### src/hw/style_cfg_pkg.sv
// Constants, offsets and bus carriers for the structure layout configuration block
package style_cfg_pkg;

	// ********************************
	// Register byte offsets
	// ********************************
	localparam logic [7:0] OFS_CTRL_STYLE_ALIAS = 8'h00;
	localparam logic [7:0] OFS_BUS_CFG_STYLE    = 8'h04;
	localparam logic [7:0] OFS_RUN_CTRL         = 8'h08;
	localparam logic [7:0] OFS_BUS_SIZE_CTRL    = 8'h0C;
	localparam logic [7:0] OFS_INIT_ADDR_UPPER  = 8'h10;
	localparam logic [7:0] OFS_IRQ_STATUS       = 8'h14;
	localparam logic [7:0] OFS_IRQ_MASK         = 8'h18;

	// ********************************
	// Field positions
	// ********************************
	localparam int STYLE_LSB        = 0;
	localparam int STYLE_W          = 8;
	localparam int WIDTH_FLAG_BIT   = 8;
	localparam int ADV_PARITY_BIT   = 10;
	localparam int STOP_BIT         = 0;
	localparam int SUSPEND_BIT      = 1;
	localparam int SOFT_RESET_BIT   = 2;
	localparam int IO_DWORD_BIT     = 7;
	localparam int INIT_BLOCK_ADDRESS_HI_LSB      = 8;
	localparam int EV_BUF_PARITY    = 0;
	localparam int EV_WRITE_REFUSED = 1;
	localparam int EV_STYLE_RSVD    = 2;
	localparam int EV_W             = 3;

	// ********************************
	// Layout select encodings
	// ********************************
	localparam logic [7:0] STYLE_LEGACY16   = 8'h00;
	localparam logic [7:0] STYLE_RESERVED1  = 8'h01;
	localparam logic [7:0] STYLE_WIDE_NOBST = 8'h02;
	localparam logic [7:0] STYLE_WIDE_BURST = 8'h03;

	// ********************************
	// Values after hard reset
	// ********************************
	localparam logic [7:0]  STYLE_RST     = 8'h00;
	localparam logic        ADV_PAR_RST   = 1'b0;
	localparam logic        STOP_RST      = 1'b1;
	localparam logic        SUSPEND_RST   = 1'b0;
	localparam logic        IO_DWORD_RST  = 1'b0;
	localparam logic [15:0] INIT_UPPER_RST = 16'h0000;
	localparam logic [EV_W-1:0] IRQ_RST   = 3'h0;

	// ********************************
	// Bus answers
	// ********************************
	localparam logic [1:0] RESP_OKAY   = 2'h0;
	localparam logic [1:0] RESP_SLVERR = 2'h2;

	// Master to slave signals of the AXI4-Lite register bus
	typedef struct packed {
		logic        awvalid;
		logic [7:0]  awaddr;
		logic        wvalid;
		logic [31:0] wdata;
		logic [3:0]  wstrb;
		logic        bready;
		logic        arvalid;
		logic [7:0]  araddr;
		logic        rready;
	} axil_m2s_type;

	// Slave to master signals of the AXI4-Lite register bus
	typedef struct packed {
		logic        awready;
		logic        wready;
		logic        bvalid;
		logic [1:0]  bresp;
		logic        arready;
		logic        rvalid;
		logic [31:0] rdata;
		logic [1:0]  rresp;
	} axil_s2m_type;

endpackage

### src/hw/layout_config.sv
// Structure layout configuration register bank with AXI4-Lite slave
//
// Decided for this implementation: register access over AXI4-Lite and the placing of the registers.
`timescale 1ns/1ps
module layout_config
(
	input  wire logic                       clock,
	input  wire logic                       nrst,
	input  wire style_cfg_pkg::axil_m2s_type bus_req,
	output      style_cfg_pkg::axil_s2m_type bus_rsp,
	input  wire logic [31:0]                ptr_addr,
	input  wire logic                       master_data_parity_err,
	input  wire logic                       target_data_parity_err,
	input  wire logic                       addr_parity_err,
	input  wire logic                       desc_is_rx,
	output      logic [31:0]                master_addr,
	output      logic                       rx_descriptor_word_one_bpe_set,
	output      logic                       tx_descriptor_word_one_bpe_set,
	output      logic                       parity_err_report,
	output      logic                       structure_width_flag,
	output      logic [7:0]                 structure_layout_select,
	output      logic                       burst_desc_allowed,
	output      logic                       adv_parity_err_enable,
	output      logic                       io_doubleword_select,
	output      logic                       stop,
	output      logic                       suspend_request_bit,
	output      logic                       soft_reset_pulse,
	output      logic                       irq
);
	import style_cfg_pkg::*;

	// ********************************
	// Storage
	// ********************************
	axil_s2m_type    rsp_r;
	logic            aw_held_r;
	logic [7:0]      aw_addr_r;
	logic            w_held_r;
	logic [31:0]     w_data_r;
	logic [3:0]      w_strb_r;
	logic [7:0]      style_r;
	logic            flag_r;
	logic            adv_par_r;
	logic            stop_r;
	logic            susp_r;
	logic            soft_rst_r;
	logic            io_dw_r;
	logic [15:0]     init_upper_r;
	logic [EV_W-1:0] irq_stat_r;
	logic [EV_W-1:0] irq_mask_r;
	logic            irq_r;
	logic [31:0]     maddr_r;
	logic            rx_bpe_r;
	logic            tx_bpe_r;
	logic            par_rep_r;
	logic            burst_r;

	// ********************************
	// Write channel handshake
	// ********************************
	logic        take_aw;
	logic        take_w;
	logic        do_write;
	logic        aw_held_nxt;
	logic        w_held_nxt;
	logic        bvalid_nxt;
	logic [31:0] wmask;

	// Address and data are taken in either order, the write lands once both are held
	assign take_aw     = bus_req.awvalid & rsp_r.awready;
	assign take_w      = bus_req.wvalid & rsp_r.wready;
	assign do_write    = aw_held_r & w_held_r & ~rsp_r.bvalid;
	assign aw_held_nxt = (aw_held_r | take_aw) & ~do_write;
	assign w_held_nxt  = (w_held_r | take_w) & ~do_write;
	assign bvalid_nxt  = do_write | (rsp_r.bvalid & ~bus_req.bready);
	assign wmask       = {{8{w_strb_r[3]}}, {8{w_strb_r[2]}}, {8{w_strb_r[1]}}, {8{w_strb_r[0]}}};

	// Write address decode
	logic wr_style;
	logic wr_run;
	logic wr_bsize;
	logic wr_init_block_address;
	logic wr_stat;
	logic wr_mask;
	logic wr_hit;
	assign wr_style = do_write & ((aw_addr_r == OFS_CTRL_STYLE_ALIAS) |
		(aw_addr_r == OFS_BUS_CFG_STYLE));
	assign wr_run   = do_write & (aw_addr_r == OFS_RUN_CTRL);
	assign wr_bsize = do_write & (aw_addr_r == OFS_BUS_SIZE_CTRL);
	assign wr_init_block_address  = do_write & (aw_addr_r == OFS_INIT_ADDR_UPPER);
	assign wr_stat  = do_write & (aw_addr_r == OFS_IRQ_STATUS);
	assign wr_mask  = do_write & (aw_addr_r == OFS_IRQ_MASK);
	assign wr_hit   = wr_style | wr_run | wr_bsize | wr_init_block_address | wr_stat | wr_mask;

	// ********************************
	// Style register update
	// ********************************
	logic        halted;
	logic [31:0] style_word;
	logic [31:0] style_merge;
	logic        style_ok;
	logic [7:0]  style_nxt;
	logic        adv_par_nxt;
	logic        flag_nxt;
	logic        style_rsvd;

	// Style and parity enable only move while stopped or suspended
	assign halted      = stop_r | susp_r;
	assign style_word  = {21'h000000, adv_par_r, 1'b0, flag_r, style_r};
	assign style_merge = (style_word & ~wmask) | (w_data_r & wmask);
	assign style_ok    = wr_style & halted;
	assign style_nxt   = style_ok ? style_merge[STYLE_LSB +: STYLE_W] : style_r;
	assign adv_par_nxt = style_ok ? style_merge[ADV_PARITY_BIT] : adv_par_r;
	// Any nonzero layout is a wide one; reserved codes fall on the wide side
	assign flag_nxt    = (style_nxt != STYLE_LEGACY16);
	assign style_rsvd  = style_ok & (style_nxt != STYLE_LEGACY16) &
		(style_nxt != STYLE_WIDE_NOBST) & (style_nxt != STYLE_WIDE_BURST);

	// Hard reset, or a style write of the legacy code while halted, returns the layout to legacy
	always_ff @(posedge clock) begin
		if (!nrst) begin
			style_r   <= STYLE_RST;
			adv_par_r <= ADV_PAR_RST;
			flag_r    <= 1'b0;
			burst_r   <= 1'b0;
		end else begin
			style_r   <= style_nxt;
			adv_par_r <= adv_par_nxt;
			flag_r    <= flag_nxt;
			burst_r   <= (style_nxt == STYLE_WIDE_BURST);
		end
	end

	// ********************************
	// Run control, bus size and init address
	// ********************************
	logic [31:0] run_merge;
	logic [31:0] bsize_merge;
	logic [31:0] init_block_address_merge;
	assign run_merge   = ({29'h0, 1'b0, susp_r, stop_r} & ~wmask) | (w_data_r & wmask);
	assign bsize_merge = ({24'h0, io_dw_r, 7'h00} & ~wmask) | (w_data_r & wmask);
	assign init_block_address_merge  = ({16'h0000, init_upper_r} & ~wmask) | (w_data_r & wmask);

	// Soft reset is a one-cycle strobe and never touches the style storage
	always_ff @(posedge clock) begin
		if (!nrst) begin
			stop_r       <= STOP_RST;
			susp_r       <= SUSPEND_RST;
			soft_rst_r   <= 1'b0;
			io_dw_r      <= IO_DWORD_RST;
			init_upper_r <= INIT_UPPER_RST;
		end else begin
			stop_r       <= wr_run ? run_merge[STOP_BIT] : stop_r;
			susp_r       <= wr_run ? run_merge[SUSPEND_BIT] : susp_r;
			soft_rst_r   <= wr_run & run_merge[SOFT_RESET_BIT];
			io_dw_r      <= wr_bsize ? bsize_merge[IO_DWORD_BIT] : io_dw_r;
			init_upper_r <= wr_init_block_address ? init_block_address_merge[15:0] : init_upper_r;
		end
	end

	// ********************************
	// Master address and parity path
	// ********************************
	logic [31:0] maddr_nxt;
	logic        bpe_hit;
	// Legacy structures carry 24 address bits, so the top byte comes from init address
	assign maddr_nxt = flag_r ? ptr_addr :
		{init_upper_r[INIT_BLOCK_ADDRESS_HI_LSB +: 8], ptr_addr[23:0]};
	// Marking needs the extra descriptor bit of the wide layouts
	assign bpe_hit   = master_data_parity_err & adv_par_r & flag_r;

	// All 32 address bits are registered and driven in every layout
	always_ff @(posedge clock) begin
		if (!nrst) begin
			maddr_r   <= 32'h00000000;
			rx_bpe_r  <= 1'b0;
			tx_bpe_r  <= 1'b0;
			par_rep_r <= 1'b0;
		end else begin
			maddr_r   <= maddr_nxt;
			rx_bpe_r  <= bpe_hit & desc_is_rx;
			tx_bpe_r  <= bpe_hit & ~desc_is_rx;
			par_rep_r <= addr_parity_err | target_data_parity_err |
				master_data_parity_err;
		end
	end

	// ********************************
	// Interrupt status and mask
	// ********************************
	logic [EV_W-1:0] ev_set;
	logic [EV_W-1:0] stat_clr;
	logic [EV_W-1:0] stat_nxt;
	logic [EV_W-1:0] mask_nxt;
	assign ev_set   = {style_rsvd, wr_style & ~halted, bpe_hit};
	assign stat_clr = wr_stat ? (w_data_r[EV_W-1:0] & wmask[EV_W-1:0]) : {EV_W{1'b0}};
	// A new event in the clearing cycle stays set
	assign stat_nxt = (irq_stat_r & ~stat_clr) | ev_set;
	assign mask_nxt = wr_mask ? ((irq_mask_r & ~wmask[EV_W-1:0]) |
		(w_data_r[EV_W-1:0] & wmask[EV_W-1:0])) : irq_mask_r;

	always_ff @(posedge clock) begin
		if (!nrst) begin
			irq_stat_r <= IRQ_RST;
			irq_mask_r <= IRQ_RST;
			irq_r      <= 1'b0;
		end else begin
			irq_stat_r <= stat_nxt;
			irq_mask_r <= mask_nxt;
			irq_r      <= |(stat_nxt & mask_nxt);
		end
	end

	// ********************************
	// Read channel
	// ********************************
	logic        take_ar;
	logic        rvalid_nxt;
	logic        rd_hit;
	logic [31:0] rd_data;
	logic [31:0] style_read;
	assign take_ar    = bus_req.arvalid & rsp_r.arready;
	assign rvalid_nxt = take_ar | (rsp_r.rvalid & ~bus_req.rready);
	// Layout select reads back only while halted; flag and enable always; reserved zero
	assign style_read = {21'h000000, adv_par_r, 1'b0, flag_r,
		halted ? style_r : 8'h00};
	assign rd_hit = (bus_req.araddr == OFS_CTRL_STYLE_ALIAS) |
		(bus_req.araddr == OFS_BUS_CFG_STYLE) | (bus_req.araddr == OFS_RUN_CTRL) |
		(bus_req.araddr == OFS_BUS_SIZE_CTRL) | (bus_req.araddr == OFS_INIT_ADDR_UPPER) |
		(bus_req.araddr == OFS_IRQ_STATUS) | (bus_req.araddr == OFS_IRQ_MASK);

	// Read data selection, both style offsets see the same word
	always_comb begin
		rd_data = 32'h00000000;
		unique case (bus_req.araddr)
			OFS_CTRL_STYLE_ALIAS: rd_data = style_read;
			OFS_BUS_CFG_STYLE:    rd_data = style_read;
			OFS_RUN_CTRL:         rd_data = {30'h00000000, susp_r, stop_r};
			OFS_BUS_SIZE_CTRL:    rd_data = {24'h000000, io_dw_r, 7'h00};
			OFS_INIT_ADDR_UPPER:  rd_data = {16'h0000, init_upper_r};
			OFS_IRQ_STATUS:       rd_data = {29'h00000000, irq_stat_r};
			OFS_IRQ_MASK:         rd_data = {29'h00000000, irq_mask_r};
			default:              rd_data = 32'h00000000;
		endcase
	end

	// ********************************
	// Bus handshake registers
	// ********************************
	// One write and one read in flight; ready stays low until the answer is taken
	always_ff @(posedge clock) begin
		if (!nrst) begin
			rsp_r     <= '0;
			aw_held_r <= 1'b0;
			w_held_r  <= 1'b0;
			aw_addr_r <= 8'h00;
			w_data_r  <= 32'h00000000;
			w_strb_r  <= 4'h0;
		end else begin
			aw_held_r     <= aw_held_nxt;
			w_held_r      <= w_held_nxt;
			aw_addr_r     <= take_aw ? bus_req.awaddr : aw_addr_r;
			w_data_r      <= take_w ? bus_req.wdata : w_data_r;
			w_strb_r      <= take_w ? bus_req.wstrb : w_strb_r;
			rsp_r.awready <= ~aw_held_nxt & ~bvalid_nxt;
			rsp_r.wready  <= ~w_held_nxt & ~bvalid_nxt;
			rsp_r.bvalid  <= bvalid_nxt;
			rsp_r.bresp   <= do_write ? (wr_hit ? RESP_OKAY : RESP_SLVERR) : rsp_r.bresp;
			rsp_r.arready <= ~rvalid_nxt;
			rsp_r.rvalid  <= rvalid_nxt;
			rsp_r.rdata   <= take_ar ? rd_data : rsp_r.rdata;
			rsp_r.rresp   <= take_ar ? (rd_hit ? RESP_OKAY : RESP_SLVERR) : rsp_r.rresp;
		end
	end

	// ********************************
	// Outputs
	// ********************************
	assign bus_rsp                        = rsp_r;
	assign master_addr                    = maddr_r;
	assign rx_descriptor_word_one_bpe_set = rx_bpe_r;
	assign tx_descriptor_word_one_bpe_set = tx_bpe_r;
	assign parity_err_report              = par_rep_r;
	assign structure_width_flag           = flag_r;
	assign structure_layout_select        = style_r;
	assign burst_desc_allowed             = burst_r;
	assign adv_parity_err_enable          = adv_par_r;
	assign io_doubleword_select           = io_dw_r;
	assign stop                           = stop_r;
	assign suspend_request_bit            = susp_r;
	assign soft_reset_pulse               = soft_rst_r;
	assign irq                            = irq_r;
endmodule

### config.mk
export PLATFORM = sky130hd
export DESIGN_NAME = layout_config
export DESIGN_NICKNAME = d
export VERILOG_FILES = /design/src/hw/style_cfg_pkg.sv /design/src/hw/layout_config.sv
export SDC_FILE = /design/constraint.sdc
export NUM_CORES = 1
export LEC_CHECK = 0
export ABC_AREA = 1
export BUFFER_PORTS_ARGS = -buffer_cell sky130_fd_sc_hd__clkbuf_2
export CAP_MARGIN = 20
export CORE_MARGIN = 10
export CORE_UTILIZATION = 48
export DETAILED_ROUTE_END_ITERATION = 10
export PLACE_DENSITY = 0.88
export SLEW_MARGIN = 10
export SYNTH_ARGS = -nofsm -noshare
export SYNTH_HDL_FRONTEND = slang
export SYNTH_SLANG_ARGS = --single-unit
### constraint.sdc
create_clock -name clock -period 1.8 [get_ports clock]
set_clock_uncertainty 0.05 [all_clocks]
set_input_delay 0.36 -clock clock [delete_from_list [all_inputs] [get_ports clock]]
set_output_delay 0.36 -clock clock [all_outputs]
set_load 0.005 [all_outputs]
==> results of run 1 <==
[worst register-to-register path, cell delays in order, from the launching register on]
cell,delay (ns)
dfxtp_1,0.33
nor2_4,0.14
nand2_2,0.09
nor2_4,0.24
nand3_4,0.13
nor2_4,0.11
nand2_1,0.07
nand2_1,0.10
nand2_2,0.08
nor2_4,0.15
nand2_1,0.09
nand3_2,0.07
nand2_1,0.05
nand2_1,0.06
nand2_1,0.04
[worst min path at each step]
stage,to
after floorplan,register
after global placement,register
after detailed placement,register
after CTS,parity_err_report
after global routing,aw_addr_r[6]
final,parity_err_report
[per-layer routing]
layer | up-vias | global-route usage | wire length, um
met5 | - | 0 | 0
li1 | 2348 | - | -
met2 | 205 | 0.320 | 7150
met3 | 37 | 0.0709 | 1260
met4 | 0 | 0.0995 | 472
met1 | 2090 | 0.199 | 5190
[metrics by stage]
step / cell area (um^2) / total power, W / std cells
global placement: 5750 / 0.00341 / 902
detailed placement: 5750 / 0.00343 / 902
floorplan: 4810 / 0.00323 / 627
CTS: 6600 / 0.00683 / 959
global route: 6690 / 0.00706 / 965
finish: 6690 / 0.00683 / 965
[power by group]
part	total [W]	internal, W	switching (W)	leakage, nW
Clock	0.00338	0.00202	0.00135	0.286
Combinational	0.000543	0.000250	0.000293	1.90
Sequential	0.00291	0.00285	0.0000611	1.01
[logic make-up (layout without fill, tap and decap cells)]
logic type / after synthesis / count (layout) / synth area share
AND/OR/NAND/NOR: 218 / 219 / 0.202
AO/OA/AOI/OAI: 143 / 143 / 0.161
flip-flops: 124 / 124 / 0.523
buffers and inverters: 124 / 327 / 0.114
other: 1 / 19 / 0.000790
[cell usage in the layout (no fill, tap or decap), types with 2 or more instances in the layout]
cell type,synthesis,routed
a211oi_1,4,4
a21oi_1,56,56
a21oi_2,2,2
buf_4,19,37
bufinv_16,0,2
clkbuf_16,0,16
clkbuf_2,0,150
clkinv_4,0,3
clkinvlp_4,0,2
conb_1,1,18
dfxtp_1,124,124
dlygate4sd3_1,0,25
inv_1,81,81
inv_6,0,5
inv_8,0,3
nand2_1,99,97
nand2_2,3,5
nand3_1,11,11
nand3_2,4,3
nand4_1,2,2
nor2_1,75,73
nor2_2,5,4
nor2_4,4,7
nor3_1,9,9
nor4_1,2,2
o211ai_1,3,3
o21ai_0,61,61
o21ai_2,0,3
o22ai_1,10,10
[timing repair]
| action | CTS | global route |
|---|---|---|
| hold buffers | 25 | 0 |
| hold endpoints to repair | 26 | 0 |
| resized for setup | 1 | 11 |
| gates cloned | 0 | 1 |
| setup buffers | 0 | 4 |
| setup endpoints to repair | 2 | 13 |
| pin swaps | 0 | 6 |
[final cells by class]
type                       instances  area [um^2]
fill                             797         2990
sequential                       124         2480
multi-input combinational        380         1850
timing repair buffer             213         1290
clock buffer                      17          414
inverter                          82          308
clock inverter                    15          179
tap                              133          166
antenna                            1         2.50
==> out/qor.csv, run 1 <==
metric,value,unit
total number of vias,4680,
post-route core utilization,0.691,
CP startpoint kind,register,
pin count of the biggest net entering global routing,44,
first drt pass iteration count,7,
Final Cycle Share,1.06,
DRC,0,
worst reg-to-reg setup slack,-0.11,ns
CP endpoint,irq,
hold_ws,0.0177,ns
Critical Path Max Stage Delay,0.33,ns
"Slowest-stage cell, CP",dfxtp_1,
most frequent cells after synthesis,"dfxtp_1, nand2_1, inv_1",
"FFs w/ async S/R, synth",0,
Leakage Power,3.20,nW
post-route worst setup slack,-0.107,ns
Critical Path End Type,register,
most frequent cell after synthesis,dfxtp_1,
CP top delay family,simple AND/OR/NAND/NOR gates,
Die ar.,14300,um^2
final setup vio count,2,
min cycle time layout,1.91,ns
HP Class,input port to register,
Wirelength per Cell,14.6,um
unrepaired setup endpoints after global routing,true,
Hold Crit Depth,3,
vias in the first global route,4559,
clk slew on worst S/H paths,0.06,ns
top-area cell type share of the netlist area,0.523,
Synth Flop Type,dfxtp_1,
Syn. warnings,0,
fin. max-slew vios,0,
Synth area leaders,"dfxtp_1, nand2_1, o21ai_0, inv_1, nor2_1",
clock sinks,124,
global-route wire length before repair,22000,um
# rows,36,
Final nets,913,
max_cap viols,0,
layout cells sized above 1,0.300,
min-delay src,addr_parity_err,
final-report hold violation count,0,
critical path class,register to register,
H-tree lvl count,4,
failing checks,setup timing,
worst path cell trace,"nor2_4, nand2_2, nor2_4, nand3_4, nor2_4, nand2_1, nand2_1, nand2_2, nor2_4, nand2_1, nand3_2, nand2_1, nand2_1, nand2_1",
reg-to-reg endpoint,irq,
Synth-to-Final Area Change,40.9,%
fmax,524,MHz
I/O Pins,187,
PwrDens,1020,nW/um^2
"area leader, netlist",dfxtp_1,
Die Y,119,um
CP most frequent cell,nand2_1,
Via density,4.85,
antenna-violating nets left,0,
Cells after Synth,610,
gpl congestion,0.961,
Worst Setup SP,aw_addr_r[6],
"Arr. time, crit path",2.28,ns
initial core utilization,0.490,
core area,9680,um^2
Crit path depth,14,
register bit total from synthesis,124,
"Clk Latency, worst-skew pair",0.53,ns
overall routing resource usage,0.188,
initial antenna violation count,1,
outcome,finished with violations,
synthesized area per cell,7.79,um^2
Post-Syn Area,4750,um^2
Num CTS Buffers,17,
drt first-iter violations,395,
reg2reg start,aw_addr_r[6],
Crit path buffers/inverters,0,
post-route setup TNS,-0.155,ns
r2r worst-path depth,14,
VDD IR max,0.000923,V
post-synth cell types,32,
die width,119,um
# port buffers,150,
clock root cell,clkbuf_8,
Place WS,-0.0268,ns
Post-synth EDFFs,0,
Clock Tree Buf Depth,2,
GRT overflow,0,
CTS tree,yes,
register area share after synthesis,0.523,
CP required,2.17,ns
"critical path fanouts, max",5,
drt total wl,14100,um
hpwl dp,9960,um
(Power assumes the default switching activity.)
==> inputs of run 2 (changes only) <==
CTS_CLUSTER_DIAMETER = 150   (was not set)
RECOVER_POWER = 25   (was not set)
==> out/qor.csv, run 2 (synthesis results as in run 1) <==
metric,value,unit
outcome,finished with violations,
failing checks,setup timing,
HP Class,input port to register,
Leakage Power,3.19,nW
CP required,2.17,ns
placed insts,902,
Synth-to-Final Area Change,40.6,%
placed cell area,5750,um^2
unrepaired setup endpoints after global routing,true,
DRC,0,
vias in the first global route,4559,
Slew @ Worst Pin,0.768,ns
post-route setup TNS,-0.153,ns
VDD IR max,0.000923,V
hpwl dp,9960,um
global-route wire length before repair,22000,um
# port buffers,150,
core area,9680,um^2
die width,119,um
initial core utilization,0.490,
hold_ws,0.0237,ns
Die Y,119,um
worst reg-to-reg setup slack,-0.11,ns
Final nets,913,
"Arr. time, crit path",2.28,ns
Non-Filler Instances,965,
initial antenna violation count,1,
final setup vio count,2,
GRT overflow,0,
PwrDens,1020,nW/um^2
gpl congestion,0.961,
"Clk Latency, worst-skew pair",0.53,ns
post-route worst setup slack,-0.110,ns
clk slew on worst S/H paths,0.06,ns
drt first-iter violations,435,
Relative slew margins,0.488,
total number of vias,4675,
critical path class,register to register,
CP startpoint kind,register,
overall routing resource usage,0.188,
drt total wl,14100,um
"most common cell after layout, fill and taps aside",clkbuf_2,
H-tree lvl count,4,
Clock Tree Buf Depth,2,
layout cells sized above 1,0.296,
Num CTS Buffers,17,
Critical Path End Type,register,
post-route cell area,6680,um^2
first drt pass iteration count,5,
final-report hold violation count,0,
clock sinks,124,
Die ar.,14300,um^2
Via density,4.84,
Wirelength per Cell,14.6,um
Final Cycle Share,1.06,
min cycle time layout,1.91,ns
fin. max-slew vios,0,
clock root cell,clkbuf_8,
CTS tree,yes,
pin count of the biggest net entering global routing,44,
"commonest cells after routing, fill and taps aside","clkbuf_2, dfxtp_1, nand2_1",
I/O Pins,187,
fmax,524,MHz
max_cap viols,0,
"critical path fanouts, max",5,
antenna-violating nets left,0,
# rows,36,
[run 2: changes by cell type in the layout (fill, tap and decap cells not counted)]
cell / change
buf_4: -3
clkbuf_1: +3
[run 2: layer usage]
metal  part of all wire  global-route usage
met1               0.37               0.199
met2               0.50               0.320
met3              0.094              0.0709
met4              0.035              0.0995
met5                  0                   0
[run 2: through the flow]
step           total power, W   util  setup WS [ns]
2_1_floorplan         0.00323      -          0.166
6_report              0.00682  0.690         -0.110
3_3_place_gp          0.00341  0.594        0.00321
4_1_cts               0.00683  0.682        -0.0508
3_5_place_dp          0.00343  0.594        -0.0268
5_1_grt               0.00706  0.690         -0.278
[run 2: final timing paths]
| check | cells after the start | to | from |
|---|---|---|---|
| min reg2reg | 2 | register | register |
| max reg2reg | 14 | irq | aw_addr_r[6] |
| min | 3 | parity_err_report | addr_parity_err |
| max | 14 | irq | aw_addr_r[6] |
[run 2: area by class of cell]
cell class	count	area, um^2
Clock inverter	15	179
Antenna cell	1	2.50
Tap cell	133	166
Multi-Input combinational cell	380	1850
Timing Repair Buffer	213	1280
Sequential cell	124	2480
Fill cell	799	3010
Inverter	82	308
Clock buffer	17	414
[run 2: worst max-delay path, stage by stage, from the launching register on]
cell	delay (ns)
dfxtp_1	0.33
nor2_4	0.14
nand2_2	0.09
nor2_4	0.24
nand3_4	0.13
nor2_4	0.11
nand2_1	0.07
nand2_1	0.10
nand2_2	0.08
nor2_4	0.15
nand2_1	0.09
nand3_2	0.07
nand2_1	0.05
nand2_1	0.06
nand2_1	0.04
[run 2: what timing repair did]
action | CTS | global route
resized for setup | 1 | 11
cloned | 0 | 1
pin swaps | 0 | 6
hold endpoints to repair | 26 | 0
setup buffers | 0 | 4
setup endpoints to repair | 2 | 13
hold buffers | 25 | 0
[run 2: report_power, final]
group	total, W	switching (W)	internal [W]
logic	0.000541	0.000294	0.000247
clock network	0.00337	0.00135	0.00202
registers	0.00291	0.0000607	0.00285
